`config.mk`:
```
export PLATFORM = sky130hd
export DESIGN_NAME = gcm_global_config
export DESIGN_NICKNAME = d
export VERILOG_FILES = /design/src/gcm_pkg.sv /design/src/gcm_global_config.sv
export SDC_FILE = /design/constraint.sdc
export NUM_CORES = 1
export LEC_CHECK = 0
export ABC_AREA = 1
export BUFFER_PORTS_ARGS = -buffer_cell sky130_fd_sc_hd__buf_2
export CAP_MARGIN = 5
export CORE_MARGIN = 2
export CORE_UTILIZATION = 53
export CTS_BUF_LIST = sky130_fd_sc_hd__clkbuf_2
export CTS_CLUSTER_DIAMETER = 50
export DETAILED_ROUTE_END_ITERATION = 10
export PLACE_DENSITY = 0.86
export SLEW_MARGIN = 20
export SYNTH_ARGS = -nofsm -noshare
export SYNTH_HDL_FRONTEND = slang
export SYNTH_SLANG_ARGS = --single-unit
```
`constraint.sdc`:
```
create_clock -name ref_clk_i -period 3 [get_ports ref_clk_i]
set_clock_uncertainty 0.1 [all_clocks]
set_input_delay 0.3 -clock ref_clk_i [delete_from_list [all_inputs] [get_ports ref_clk_i]]
set_output_delay 0.3 -clock ref_clk_i [all_outputs]
set_load 0.02 [all_outputs]
```
`src/gcm_pkg.sv`:
```
package gcm_pkg;
   // Configuration port pair and register indexes
   localparam logic [15:0] GCM_PORT_PRI = 16'h002e;
   localparam logic [15:0] GCM_PORT_ALT = 16'h004e;
   localparam logic [7:0] GCM_IDX_IRQ_CLK = 8'h26;
   localparam logic [7:0] GCM_IDX_ROM_SEL = 8'h27;
   localparam logic [7:0] GCM_IDX_PIN_A = 8'h28;
   localparam logic [7:0] GCM_IDX_MULTI_B = 8'h29;
   // Writable bit masks; other bits read zero
   localparam logic [7:0] GCM_MASK_IRQ_CLK = 8'h83;
   localparam logic [7:0] GCM_MASK_ROM_SEL = 8'hff;
   localparam logic [7:0] GCM_MASK_PIN_A = 8'h0f;
   localparam logic [7:0] GCM_MASK_MULTI_B = 8'h77;
   // Reset values, strap bits excluded
   localparam logic [7:0] GCM_RST_IRQ_CLK = 8'h00;
   localparam logic [7:0] GCM_RST_ROM_SEL = 8'h00;
   localparam logic [7:0] GCM_RST_PIN_A = 8'h00;
   localparam logic [7:0] GCM_RST_MULTI_B = 8'h00;
   localparam logic [7:0] GCM_RST_INDEX = 8'h00;
   // Field positions
   localparam int GCM_B_CLK_SEL = 7;
   localparam int GCM_B_IRQ_MODE = 1;
   localparam int GCM_B_IRQ_SHARE = 0;
   localparam int GCM_B_ROM_WR = 7;
   localparam int GCM_B_FLASH_IF = 6;
   localparam int GCM_B_BRIDGE = 5;
   localparam int GCM_B_PORT_ALT = 4;
   localparam int GCM_B_SEG_E = 3;
   localparam int GCM_B_TOP512 = 2;
   localparam int GCM_B_UP128 = 1;
   localparam int GCM_B_MID512 = 0;
   localparam int GCM_B_FDD_PROT = 6;
   localparam int GCM_B_LED_RET = 5;
   localparam int GCM_B_KM_SWAP = 4;
   localparam int GCM_B_SLOT = 2;
   localparam int GCM_B_WDOG = 1;
   localparam int GCM_B_ALERT = 0;
   // Firmware windows: base and address mask of the fixed bits
   localparam logic [31:0] GCM_WIN_E_BASE = 32'h000e0000;
   localparam logic [31:0] GCM_WIN_F_BASE = 32'h000f0000;
   localparam logic [31:0] GCM_WIN_64K_MASK = 32'hffff0000;
   localparam logic [31:0] GCM_WIN_TOP_BASE = 32'hfff80000;
   localparam logic [31:0] GCM_WIN_MID_BASE = 32'hfff00000;
   localparam logic [31:0] GCM_WIN_512K_MASK = 32'hfff80000;
   localparam logic [31:0] GCM_WIN_UP_BASE = 32'hffee0000;
   localparam logic [31:0] GCM_WIN_128K_MASK = 32'hfffe0000;

   typedef struct packed {
      logic [15:0] addr;
      logic [7:0] wdata;
      logic wr;
      logic rd;
   } gcm_io_req_type;

   typedef struct packed {
      logic input_clock_freq_sel;
      logic irq_pulse_mode;
      logic serial_irq_share_en;
      logic flash_if_en;
      logic boot_flash_bridge_sel;
      logic config_port_alt_sel;
      logic [3:0] pin_gpio_sel;
      logic keyboard_mouse_swap;
      logic slot_pin_sel;
      logic watchdog_pin_sel;
      logic alert_pin_sel;
   } gcm_cfg_type;
endpackage

```
`src/gcm_global_config.sv`:
```
`timescale 1ns/1ps
// Functional notes
// - Clock select bit: 0 means 48MHz input clock, 1 means 24MHz; resets 0.
// - Interrupt style bit: 0 shared line is low level, 1 is low pulse.
// - Share bit 1 merges both serial interrupts on one line; resets 0.
// - Firmware ROM writes blocked unless ROM write enable set; resets 0.
// - Flash interface enable loads from strap, low strap enables; software rewritable.
// - Boot bridge bit loads from strap, low enables; 0 routes firmware via bridge.
// - Port select: 0 uses 2E/2F, 1 uses 4E/4F; low strap selects 2E/2F.
// - E segment window 0x000E0000-0x000EFFFF decodes as ROM when enabled.
// - Top 512KB at 0xFFF80000 plus F segment decode when enabled.
// - 128KB window at 0xFFEE0000 decodes as ROM when enabled.
// - 512KB window at 0xFFF00000 decodes as ROM when enabled; resets 0.
// - E segment, top 512KB and 128KB enables share one strap, low enables.
// - Bits 3..0 select GPIO when set, else infrared, fan drive, fan tach.
// - Floppy protect 0 follows protect pin, 1 always reports write protected.
// - LED retain 0 floats main LED on power loss, 1 keeps control.
// - Swap bit 1 exchanges keyboard and mouse signals.
// - Slot select: 0 slot occupied input, 1 general purpose I/O 02.
// - Watchdog select: 0 general purpose I/O 03, 1 watchdog reset output.
// - Alert select 1 gives alert output, 0 leaves GPIO15 or standby LED.
// - Register 29h lives in standby domain, survives main supply loss.
module gcm_global_config (
   // Clock and resets
   input wire logic ref_clk_i,
   input wire logic rst_i,
   input wire logic stby_rst_i,
   // Straps
   input wire logic flash_if_strap_i,
   input wire logic boot_bridge_strap_i,
   input wire logic config_port_strap_i,
   input wire logic decode_window_strap_i,
   // Configuration port
   input wire gcm_pkg::gcm_io_req_type io_req_i,
   output logic [7:0] io_rdata_o,
   output logic io_ack_o,
   // Host memory cycles
   input wire logic [31:0] mem_addr_i,
   input wire logic mem_valid_i,
   input wire logic mem_write_i,
   output logic rom_sel_o,
   output logic rom_write_o,
   // Serial port interrupts
   input wire logic uart1_irq_i,
   input wire logic uart2_irq_i,
   output logic uart1_irq_n_o,
   output logic uart2_irq_n_o,
   // Floppy and LED
   input wire logic floppy_protect_input_n_i,
   output logic floppy_protected_o,
   input wire logic main_power_ok_i,
   input wire logic main_supply_led_i,
   output logic main_supply_led_o,
   output logic main_supply_led_oe_n_o,
   // Configuration to the pin mux and clocking
   output gcm_pkg::gcm_cfg_type cfg_o
);
   import gcm_pkg::*;

   logic [7:0] index_reg;
   logic [7:0] irq_clk_reg;
   logic [7:0] rom_sel_reg;
   logic [7:0] pin_a_reg;
   logic [7:0] multi_b_reg;
   logic [7:0] rom_sel_next;
   logic strap_load_reg;
   logic irq_any_reg;
   logic [7:0] io_rdata_reg;
   logic io_ack_reg;
   logic rom_sel_q_reg;
   logic rom_write_q_reg;
   logic irq1_n_reg;
   logic irq2_n_reg;
   logic fdd_reg;
   logic led_reg;
   logic led_oe_n_reg;

   wire logic [15:0] port_base;
   wire logic hit_index;
   wire logic hit_data;
   wire logic wr_data;
   wire logic wr_irq_clk;
   wire logic wr_rom_sel;
   wire logic wr_pin_a;
   wire logic wr_multi_b;
   wire logic [7:0] rd_value;
   wire logic [7:0] strap_rom_bits;
   wire logic in_e;
   wire logic in_f;
   wire logic in_top;
   wire logic in_mid;
   wire logic in_up;
   wire logic rom_hit;
   wire logic irq_any;
   wire logic shared_n;

   // Port pair follows the select bit
   assign port_base = rom_sel_reg[GCM_B_PORT_ALT] ? GCM_PORT_ALT : GCM_PORT_PRI;
   assign hit_index = io_req_i.addr == port_base;
   assign hit_data = io_req_i.addr == (port_base + 16'h0001);
   // Writes in the strap load cycle are dropped so the strap wins once
   assign wr_data = io_req_i.wr && hit_data && !strap_load_reg;
   assign wr_irq_clk = wr_data && (index_reg == GCM_IDX_IRQ_CLK);
   assign wr_rom_sel = wr_data && (index_reg == GCM_IDX_ROM_SEL);
   assign wr_pin_a = wr_data && (index_reg == GCM_IDX_PIN_A);
   assign wr_multi_b = wr_data && (index_reg == GCM_IDX_MULTI_B);

   assign rd_value = hit_index ? index_reg :
                     !hit_data ? 8'h00 :
                     (index_reg == GCM_IDX_IRQ_CLK) ? irq_clk_reg :
                     (index_reg == GCM_IDX_ROM_SEL) ? rom_sel_reg :
                     (index_reg == GCM_IDX_PIN_A) ? pin_a_reg :
                     (index_reg == GCM_IDX_MULTI_B) ? multi_b_reg : 8'h00;

   // Strap image of register 27h
   assign strap_rom_bits = {1'b0,
                            ~flash_if_strap_i,
                            boot_bridge_strap_i,
                            config_port_strap_i,
                            ~decode_window_strap_i,
                            ~decode_window_strap_i,
                            ~decode_window_strap_i,
                            1'b0};

   always_comb begin
      rom_sel_next = rom_sel_reg;
      if (strap_load_reg) begin
         rom_sel_next = strap_rom_bits;
      end else if (wr_rom_sel) begin
         rom_sel_next = io_req_i.wdata & GCM_MASK_ROM_SEL;
      end
   end

   always_ff @(posedge ref_clk_i) begin
      if (rst_i) begin
         strap_load_reg <= 1'b1;
      end else begin
         strap_load_reg <= 1'b0;
      end
   end

   always_ff @(posedge ref_clk_i) begin
      if (rst_i) begin
         index_reg <= GCM_RST_INDEX;
         irq_clk_reg <= GCM_RST_IRQ_CLK;
         rom_sel_reg <= GCM_RST_ROM_SEL;
         pin_a_reg <= GCM_RST_PIN_A;
      end else begin
         if (io_req_i.wr && hit_index && !strap_load_reg) begin
            index_reg <= io_req_i.wdata;
         end
         if (wr_irq_clk) begin
            irq_clk_reg <= io_req_i.wdata & GCM_MASK_IRQ_CLK;
         end
         rom_sel_reg <= rom_sel_next;
         if (wr_pin_a) begin
            pin_a_reg <= io_req_i.wdata & GCM_MASK_PIN_A;
         end
      end
   end

   // Standby domain: untouched by the main reset
   always_ff @(posedge ref_clk_i) begin
      if (stby_rst_i) begin
         multi_b_reg <= GCM_RST_MULTI_B;
      end else if (wr_multi_b) begin
         multi_b_reg <= io_req_i.wdata & GCM_MASK_MULTI_B;
      end
   end

   always_ff @(posedge ref_clk_i) begin
      if (rst_i) begin
         io_rdata_reg <= 8'h00;
         io_ack_reg <= 1'b0;
      end else begin
         io_rdata_reg <= io_req_i.rd ? rd_value : io_rdata_reg;
         io_ack_reg <= (io_req_i.rd || io_req_i.wr) && (hit_index || hit_data);
      end
   end

   // Firmware window decode
   assign in_e = (mem_addr_i & GCM_WIN_64K_MASK) == GCM_WIN_E_BASE;
   assign in_f = (mem_addr_i & GCM_WIN_64K_MASK) == GCM_WIN_F_BASE;
   assign in_top = (mem_addr_i & GCM_WIN_512K_MASK) == GCM_WIN_TOP_BASE;
   assign in_mid = (mem_addr_i & GCM_WIN_512K_MASK) == GCM_WIN_MID_BASE;
   assign in_up = (mem_addr_i & GCM_WIN_128K_MASK) == GCM_WIN_UP_BASE;
   assign rom_hit = mem_valid_i && (
      (rom_sel_reg[GCM_B_SEG_E] && in_e) ||
      (rom_sel_reg[GCM_B_TOP512] && (in_top || in_f)) ||
      (rom_sel_reg[GCM_B_UP128] && in_up) ||
      (rom_sel_reg[GCM_B_MID512] && in_mid));

   always_ff @(posedge ref_clk_i) begin
      if (rst_i) begin
         rom_sel_q_reg <= 1'b0;
         rom_write_q_reg <= 1'b0;
      end else begin
         rom_sel_q_reg <= rom_hit && (!mem_write_i || rom_sel_reg[GCM_B_ROM_WR]);
         rom_write_q_reg <= rom_hit && mem_write_i && rom_sel_reg[GCM_B_ROM_WR];
      end
   end

   // Serial interrupt lines, active low
   assign irq_any = uart1_irq_i || uart2_irq_i;
   // Pulse mode gives one low cycle per rising edge of the merged request
   assign shared_n = irq_clk_reg[GCM_B_IRQ_MODE] ? !(irq_any && !irq_any_reg) : !irq_any;

   always_ff @(posedge ref_clk_i) begin
      if (rst_i) begin
         irq_any_reg <= 1'b0;
         irq1_n_reg <= 1'b1;
         irq2_n_reg <= 1'b1;
      end else begin
         irq_any_reg <= irq_any;
         if (irq_clk_reg[GCM_B_IRQ_SHARE]) begin
            irq1_n_reg <= shared_n;
            irq2_n_reg <= 1'b1;
         end else begin
            irq1_n_reg <= !uart1_irq_i;
            irq2_n_reg <= !uart2_irq_i;
         end
      end
   end

   // Floppy status and main LED
   always_ff @(posedge ref_clk_i) begin
      if (rst_i) begin
         fdd_reg <= 1'b0;
         led_reg <= 1'b0;
         led_oe_n_reg <= 1'b1;
      end else begin
         fdd_reg <= multi_b_reg[GCM_B_FDD_PROT] || !floppy_protect_input_n_i;
         led_reg <= main_supply_led_i;
         led_oe_n_reg <= !(main_power_ok_i || multi_b_reg[GCM_B_LED_RET]);
      end
   end

   assign io_rdata_o = io_rdata_reg;
   assign io_ack_o = io_ack_reg;
   assign rom_sel_o = rom_sel_q_reg;
   assign rom_write_o = rom_write_q_reg;
   assign uart1_irq_n_o = irq1_n_reg;
   assign uart2_irq_n_o = irq2_n_reg;
   assign floppy_protected_o = fdd_reg;
   assign main_supply_led_o = led_reg;
   assign main_supply_led_oe_n_o = led_oe_n_reg;

   assign cfg_o.input_clock_freq_sel = irq_clk_reg[GCM_B_CLK_SEL];
   assign cfg_o.irq_pulse_mode = irq_clk_reg[GCM_B_IRQ_MODE];
   assign cfg_o.serial_irq_share_en = irq_clk_reg[GCM_B_IRQ_SHARE];
   assign cfg_o.flash_if_en = rom_sel_reg[GCM_B_FLASH_IF];
   assign cfg_o.boot_flash_bridge_sel = rom_sel_reg[GCM_B_BRIDGE];
   assign cfg_o.config_port_alt_sel = rom_sel_reg[GCM_B_PORT_ALT];
   // 3 IR receive, 2 IR transmit, 1 fan drive three, 0 fan tach three
   assign cfg_o.pin_gpio_sel = pin_a_reg[3:0];
   assign cfg_o.keyboard_mouse_swap = multi_b_reg[GCM_B_KM_SWAP];
   assign cfg_o.slot_pin_sel = multi_b_reg[GCM_B_SLOT];
   assign cfg_o.watchdog_pin_sel = multi_b_reg[GCM_B_WDOG];
   assign cfg_o.alert_pin_sel = multi_b_reg[GCM_B_ALERT];
endmodule

```
Word-level counts from Yosys, hierarchy flattened
Cells that the tools add are included.
Cells by class
  $add $sub $neg: 1
  eq/ne operators: 11
  mux-type cells: 12
  bitwise logic cells: 2
  reduce and logical (&&, ||, !) cells: 40
Operators by type and width (count)
  $mux 7: 5
  $eq 16x4->1 const B: 2
  $eq 8x6->1 const B: 4
  $mux 8: 4
  $eq 13x13->1 const B: 2
  $logic_and 1x1->1: 18
  $eq 16x7->1: 1
  $eq 16x8->1: 1
  $eq 15x15->1 const B: 1
  $logic_or 1x1->1: 10
  $logic_not 1->1: 9
  $add 7x1->8 const B: 1
  $reduce_or 2->1: 2
  $mux 1: 3
  $not 1->1: 2
  $reduce_bool 2->1: 1
Word-level totals
  register bits: 47
  input port bits: 72
  output and inout bits: 30
  word-level logic and storage cells: 83

Longest topological paths before layout
Gate-level depths: netlist of run 1.
  word-level depth: 9
  mapped depth: 10
  gate-level depth less buffers: 10

Worst setup path before layout of run 1
OpenSTA, ideal clock, no wires.
  kind: in2reg
  start point: input io_req_i[19] in the netlist's numbering
  end point: register index_reg[2]
  arrival: 1.302 ns
  required time: 2.782 ns
  path slack: 1.480 ns
  stages on the path: 7
  cell sequence: or2_4 -> nor3_2 -> and2_2 -> nand3_4 -> buf_6 -> o21ai_1 -> a21oi_1
Between the ends
  longest elaborated chain between the ends: 3
RTL lines
  start: declaration: line gcm_global_config.sv:34  | input wire gcm_pkg::gcm_io_req_type io_req_i,
  $eq 16x7->1: line gcm_global_config.sv:99  | assign hit_index = io_req_i.addr == port_base;
  $logic_and 1x1->1 (2 in series): line gcm_global_config.sv:149  | if (io_req_i.wr && hit_index && !strap_load_reg) begin
  end signal: assignment: line gcm_global_config.sv:150  | index_reg <= io_req_i.wdata;
  end: declaration: line gcm_global_config.sv:60  | logic [7:0] index_reg;
No other way between the ends.
A chain may end at the register's enable or synchronous reset.

Worst setup path after layout of run 1
  start point: register index_reg[7]
  end point: register rom_sel_reg[6]
Between the ends
  longest elaborated chain between the ends: 3
RTL lines
  $eq 8x6->1: line gcm_global_config.sv:104  | assign wr_rom_sel = wr_data && (index_reg == GCM_IDX_ROM_SEL);
  $logic_and 1x1->1: line gcm_global_config.sv:104
  $reduce_bool 2->1 (no line)
  end signal: assignment: line gcm_global_config.sv:155  | rom_sel_reg <= rom_sel_next;
  end: declaration: line gcm_global_config.sv:62  | logic [7:0] rom_sel_reg;
No other way between the ends.

==> results of run 1 <==
[per-stage QoR]
stage,instances,instance area (sq um),utilization
after floorplan,362,2450,-
after global placement,485,2850,0.645
after detailed placement,485,2850,0.645
after CTS,496,2930,0.664
after global routing,496,2930,0.664
final,496,2930,0.664
[how the worst min path moves through the flow]
stage	startpoint	slack [ns]	cells past startpoint	endpoint
after floorplan	rst_i	0.23	0	strap_load_reg
after global placement	io_rdata_o[3]	0.35	2	io_rdata_o[3]
after detailed placement	multi_b_reg[6]	0.37	2	floppy_protected_o
after CTS	mem_valid_i	0.007	3	rom_write_o
after global routing	mem_valid_i	0.02	3	rom_write_o
final	mem_valid_i	0.01	3	rom_write_o
[per-layer routing]
| layer | vias to the layer above | GRT usage | wire length (microns) |
|---|---|---|---|
| li1 | 1326 | - | - |
| met3 | 9 | 0.0583 | 439 |
| met2 | 83 | 0.422 | 2960 |
| met5 | - | 0 | 0 |
| met4 | 0 | 0.0755 | 78 |
| met1 | 1150 | 0.326 | 2790 |
[cell families after synthesis]
kind of cell,after synthesis,share of synthesized area
AND/OR/NAND/NOR,194,0.377
AO/OA/AOI/OAI,64,0.135
buffers and inverters,57,0.105
flip-flops,47,0.383
[report_power, final]
group	internal, mW	total, mW	switching (mW)	leakage, nW
clock network	0.0526	0.237	0.185	0.0249
registers	0.640	0.647	0.00723	0.383
logic	0.0583	0.140	0.0818	0.978
total	0.750	1.02	0.274	1.39
[repair_timing]
action,4_1_cts,5_1_grt
endpoints found under the setup margin,0,0
endpoints found under the hold margin,5,0
hold buffers,5,0
[final cells by class]
type	count	area share
well taps	52	0.0222
multi-input cells	258	0.429
clock buffers	6	0.0103
inverters	43	0.0551
flip-flops and latches	47	0.321
repair buffers	90	0.162
[tightest hold or removal path, cell delays in order]
cell	delay, ns
buf_2	0.09
nand2_1	0.07
nor2_1	0.04
[cells in the final DEF (no fill, tap or decap), types with 2 or more instances in the layout]
cell	instances
a21oi_1	17
buf_2	85
clkbuf_2	6
dfxtp_1	47
dlygate4sd3_1	5
inv_1	39
inv_2	3
nand2_1	57
nand3_1	17
nand3_2	2
nand4_1	16
nor2_1	83
nor2_4	4
nor3_1	2
nor3_2	2
o21ai_0	42
o21ai_1	2
or2_2	2
==> results.py, run 1 <==
metrics = {
    "timing": {
        "finalHoldViolations": 0,
        "final_max_slew_viol_count": 0,
        "fin_crit_sh": 0.690,
        "holdWs_ns": 0.0128,
        "fmax_mhz": 483,
        "period_minus_slack_ns": 2.07,
        "setup_ws_ns": 0.931,
        "slew_headroom": 0.523,
        "finalSetupViolCount": 0,
        "rsz0062_at_grt": "false",
        "worst_slew_pin_slew_ns": 0.713,
        "fin_tns_setup_ns": 0,
    },
    "setup_path": {
        "path_delay_family": "simple AND/OR/NAND/NOR gates",
        "path_cells": "inv_1, nand4_1, nor2_1, nand3_2, nand2_2, nor2_1, nor2_1, nor2_1",
        "crit_start": "index_reg[7]",
        "cpPeakStageDelay_ns": 0.60,
        "r2r-start": "index_reg[7]",
        "path_class": "reg -> reg",
        "critPathBufInv": 1,
        "cp-start-kind": "register",
        "end_kind": "register",
        "crit_end": "rom_sel_reg[6]",
        "worst_ep_required_time_ns": 3.22,
        "reg2reg_to": "rom_sel_reg[6]",
        "r2r_slack_ns": 0.93,
        "worst-r2r-cell-count": 8,
        "path_common_cell": "nor2_1",
        "worst_path_max_delay_cell": "nor2_1",
        "critical_path_depth": 8,
        "cp_max_fo": 12,
        "cp.arrival_ns": 2.29,
    },
    "floorplanning": {
        "die_area_sq_um": 5190,
        "rows": 24,
        "start_util": 0.556,
        "core_area_sq_um": 4410,
        "io_pins": 102,
        "die_x_microns": 72.1,
        "fp.dieH_microns": 72.1,
    },
    "clock_network": {
        "post_cts_buffers": 0,
        "cts_htree_levels": 2,
        "cts.clk_slew.worst_paths_ns": 0.20,
        "cts_sinks": 47,
        "clk_path_buf_depth": 2,
        "cts_tree": "yes",
        "cts_resized": 0,
        "numCtsBuffers": 5,
        "clockRootBuffer": "clkbuf_2",
        "clk_latency_ns": 0.41,
    },
    "detailed_routing": {
        "detail_route.vias_per_cell": 5.18,
        "firstDrtPassIters": 4,
        "antenna_left": 0,
        "wl_per_cell_microns": 12.6,
        "drt_iter0_drc": 139,
        "wl_mm": 6.27,
        "vias": 2568,
        "drc_errors": 0,
    },
    "final_layout": {
        "fillers": 409,
        "multi_input_area_sq_um": 1260,
        "antenna_cells": 0,
        "drive_above_1_share": 0.255,
        "nets": 517,
        "area_growth_pct": 19.3,
        "seqCellArea_sq_um": 941,
    },
    "placement": {
        "io_buffers": 85,
        "place_hpwl_mm": 4.85,
        "place_ws_ns": 0.961,
        "place_congestion": 0.904,
    },
    "yosys": {
        "synth.ff_latch_count": 47,
        "synth-async-reset-ratio": 0,
        "yosys.area.top_type": "dfxtp_1",
        "yosysWarnings": 0,
        "synth_area_leaders": "dfxtp_1 38%, nor2_1 13%, nand2_1 8.7%",
        "synth_cell_types": 33,
        "ys.flop_type": "dfxtp_1",
        "synth-edff-count": 0,
        "synthTopCellsByCount": "83 x nor2_1, 57 x nand2_1, 47 x dfxtp_1",
        "synth_most_common_cell": "nor2_1",
        "synth.top_cell.area_share": 0.383,
        "synth_area_sq_um": 2450,
        "yosysSeqAreaShare": 0.383,
        "syn_inst": 362,
        "syn_avg_cell_area_sq_um": 6.78,
        "synthesis.nets": 434,
    },
    "status": {
        "outcome": "completed",
    },
    "global_routing": {
        "antenna_found_initial": 0,
        "grt_pass1_wl_mm": 10.3,
        "overflow": 0,
        "grt_max_degree": 28,
        "grt_pass1_vias": 2380,
        "grtUsageTotal": 0.252,
    },
    "power": {
        "cellPowerDensity_nw_per_um2": 350,
        "ir_drop_mv": 0.272,
        "p_total_mw": 1.02,
        "leakage_nw": 1.39,
    },
    "flow_run": {
        "cap_violations": 0,
    },
    "worst_hold_path": {
        "hold_path.class": "in -> reg",
    },
}
Note: power is estimated with default switching activity, not from simulation.
==> run 2, diff against run 1 <==
--- a/config.mk
+++ b/config.mk
@@ -9,11 +9,11 @@
 export BUFFER_PORTS_ARGS = -buffer_cell sky130_fd_sc_hd__buf_2
 export CAP_MARGIN = 5
 export CORE_MARGIN = 2
-export CORE_UTILIZATION = 53
+export CORE_UTILIZATION = 45
 export CTS_BUF_LIST = sky130_fd_sc_hd__clkbuf_2
 export CTS_CLUSTER_DIAMETER = 50
 export DETAILED_ROUTE_END_ITERATION = 10
-export PLACE_DENSITY = 0.86
+export PLACE_DENSITY = 0.78
 export SLEW_MARGIN = 20
 export SYNTH_ARGS = -nofsm -noshare
 export SYNTH_HDL_FRONTEND = slang
==> constraint.sdc (replaced) <==
create_clock -name ref_clk_i -period 1.8 [get_ports ref_clk_i]
set_clock_uncertainty 0.1 [all_clocks]
set_input_delay 0.18 -clock ref_clk_i [delete_from_list [all_inputs] [get_ports ref_clk_i]]
set_output_delay 0.18 -clock ref_clk_i [all_outputs]
set_load 0.02 [all_outputs]
==> results.py, run 2 (synthesized netlist as in run 1, its figures left out) <==
metrics = {
    "status": {
        "outcome": "completed",
    },
    "timing": {
        "fmax_mhz": 585,
        "period_minus_slack_ns": 1.71,
        "slew_headroom": 0.798,
        "finalHoldViolations": 0,
        "setup_ws_ns": 0.0892,
        "worst_slew_pin_slew_ns": 0.302,
        "final_max_slew_viol_count": 0,
        "fin_crit_sh": 0.950,
        "fin_tns_setup_ns": 0,
        "finalSetupViolCount": 0,
    },
    "global_routing": {
        "grtUsageTotal": 0.227,
        "grt_max_degree": 26,
        "grt_pass1_vias": 2485,
        "overflow": 0,
        "antenna_found_initial": 0,
        "grt_pass1_wl_mm": 11.1,
    },
    "setup_path": {
        "cpPeakStageDelay_ns": 0.54,
        "cp_max_fo": 25,
        "cp.arrival_ns": 1.98,
        "reg2reg_to": "io_rdata_o[5]",
        "worst_path_max_delay_cell": "dlygate4sd3_1",
        "worst_ep_required_time_ns": 2.07,
        "r2r-start": "index_reg[7]",
        "crit_start": "rst_i",
        "path_class": "in -> reg",
        "critPathBufInv": 5,
        "crit_end": "rom_write_o",
        "critical_path_depth": 7,
        "path_delay_family": "buffers and inverters",
        "path_cells": "dlygate4sd3_1, buf_2, inv_1, buf_4, nand3_1, nor2_1, dlygate4sd3_1",
        "end_kind": "register",
        "worst-r2r-cell-count": 8,
        "r2r_slack_ns": 0.11,
        "cp-start-kind": "input pin",
        "path_common_cell": "dlygate4sd3_1",
    },
    "power": {
        "cellPowerDensity_nw_per_um2": 547,
        "ir_drop_mv": 0.437,
        "leakage_nw": 1.53,
    },
    "clock_network": {
        "cts.clk_slew.worst_paths_ns": 0.23,
        "clk_path_buf_depth": 2,
        "clockRootBuffer": "clkbuf_2",
        "cts_tree": "yes",
        "cts_sinks": 47,
        "cts_htree_levels": 2,
        "clk_latency_ns": 0.43,
        "numCtsBuffers": 5,
    },
    "flow_run": {
        "cap_violations": 0,
    },
    "floorplanning": {
        "rows": 26,
        "fp.dieH_microns": 77.9,
        "die_area_sq_um": 6060,
        "core_area_sq_um": 5170,
        "start_util": 0.475,
        "io_pins": 102,
        "die_x_microns": 77.9,
    },
    "detailed_routing": {
        "antenna_left": 0,
        "detail_route.vias_per_cell": 4.98,
        "wl_mm": 6.68,
        "vias": 2720,
        "firstDrtPassIters": 6,
        "wl_per_cell_microns": 12.2,
        "drc_errors": 0,
        "drt_iter0_drc": 251,
    },
    "final_layout": {
        "multi_input_area_sq_um": 1270,
        "mostFrequentLayoutCell": "buf_2",
        "layout.cells.most_common_list": "85 x buf_2, 81 x nor2_1, 57 x nand2_1",
        "antenna_cells": 0,
        "area_growth_pct": 33.0,
        "drive_above_1_share": 0.286,
        "seqCellArea_sq_um": 945,
        "fillers": 455,
        "nets": 547,
    },
    "worst_hold_path": {
        "hold_path.class": "in -> reg",
        "hold_depth": 5,
    },
    "placement": {
        "place_hpwl_mm": 5.04,
        "io_buffers": 85,
        "place_ws_ns": 0.0973,
        "place_congestion": 0.911,
    },
}
## run 2: where the power goes
group,total [mW],switching [mW],internal [mW]
combinational,0.275,0.145,0.130
sequential,1.08,0.0128,1.07
clock,0.431,0.332,0.0989
total,1.79,0.490,1.30
## run 2: layout make-up
| type | count | share of cell area |
|---|---|---|
| inverter | 43 | 0.0506 |
| sequential | 47 | 0.289 |
| timing repair buffer | 120 | 0.232 |
| multi-input combinational | 258 | 0.388 |
| clock inverter | 2 | 0.00383 |
| clock buffer | 6 | 0.00920 |
| tap | 70 | 0.0268 |
## run 2: through the flow
step | power [mW] | std cells | util | cell area, sq um | hold WS (ns)
global placement | 1.32 | 511 | 0.567 | 2930 | 0.267
detailed placement | 1.33 | 511 | 0.567 | 2930 | 0.267
finish | 1.79 | 546 | 0.631 | 3260 | 0.0180
CTS | 1.79 | 542 | 0.619 | 3200 | 0.0114
global route | 1.88 | 546 | 0.631 | 3260 | 0.0290
floorplan | 1.21 | 362 | - | 2450 | 0.108
## run 2: worst min-delay path by stage
| stage | start | to | slack (ns) |
|---|---|---|---|
| after floorplan | rst_i | strap_load_reg | 0.11 |
| after CTS | flash_if_strap_i | rom_sel_reg[6] | 0.01 |
| after global placement | floppy_protect_input_n_i | floppy_protected_o | 0.27 |
| final | flash_if_strap_i | rom_sel_reg[6] | 0.02 |
| after detailed placement | floppy_protect_input_n_i | floppy_protected_o | 0.27 |
| after global routing | flash_if_strap_i | rom_sel_reg[6] | 0.03 |
## run 2: layer usage
metal  global-route usage  up-vias  share of wire
met1                0.302     1179           0.45
met4               0.0893        0          0.027
met5                    0        -              0
met2                0.368      126           0.46
met3               0.0326       25          0.070
li1                     -     1390              -
## run 2: timing repair
action,in CTS,in global routing
buffers inserted,0,4
gates resized for setup,0,12
endpoints found under the hold margin,34,0
hold buffers,23,0
endpoints found under the setup margin,0,33
## run 2: tightest hold or removal path, stage by stage
cell and delay [ns]:
buf_2 0.08, or2_2 0.09, nand2_1 0.05, nor2_1 0.09, nor2_1 0.04
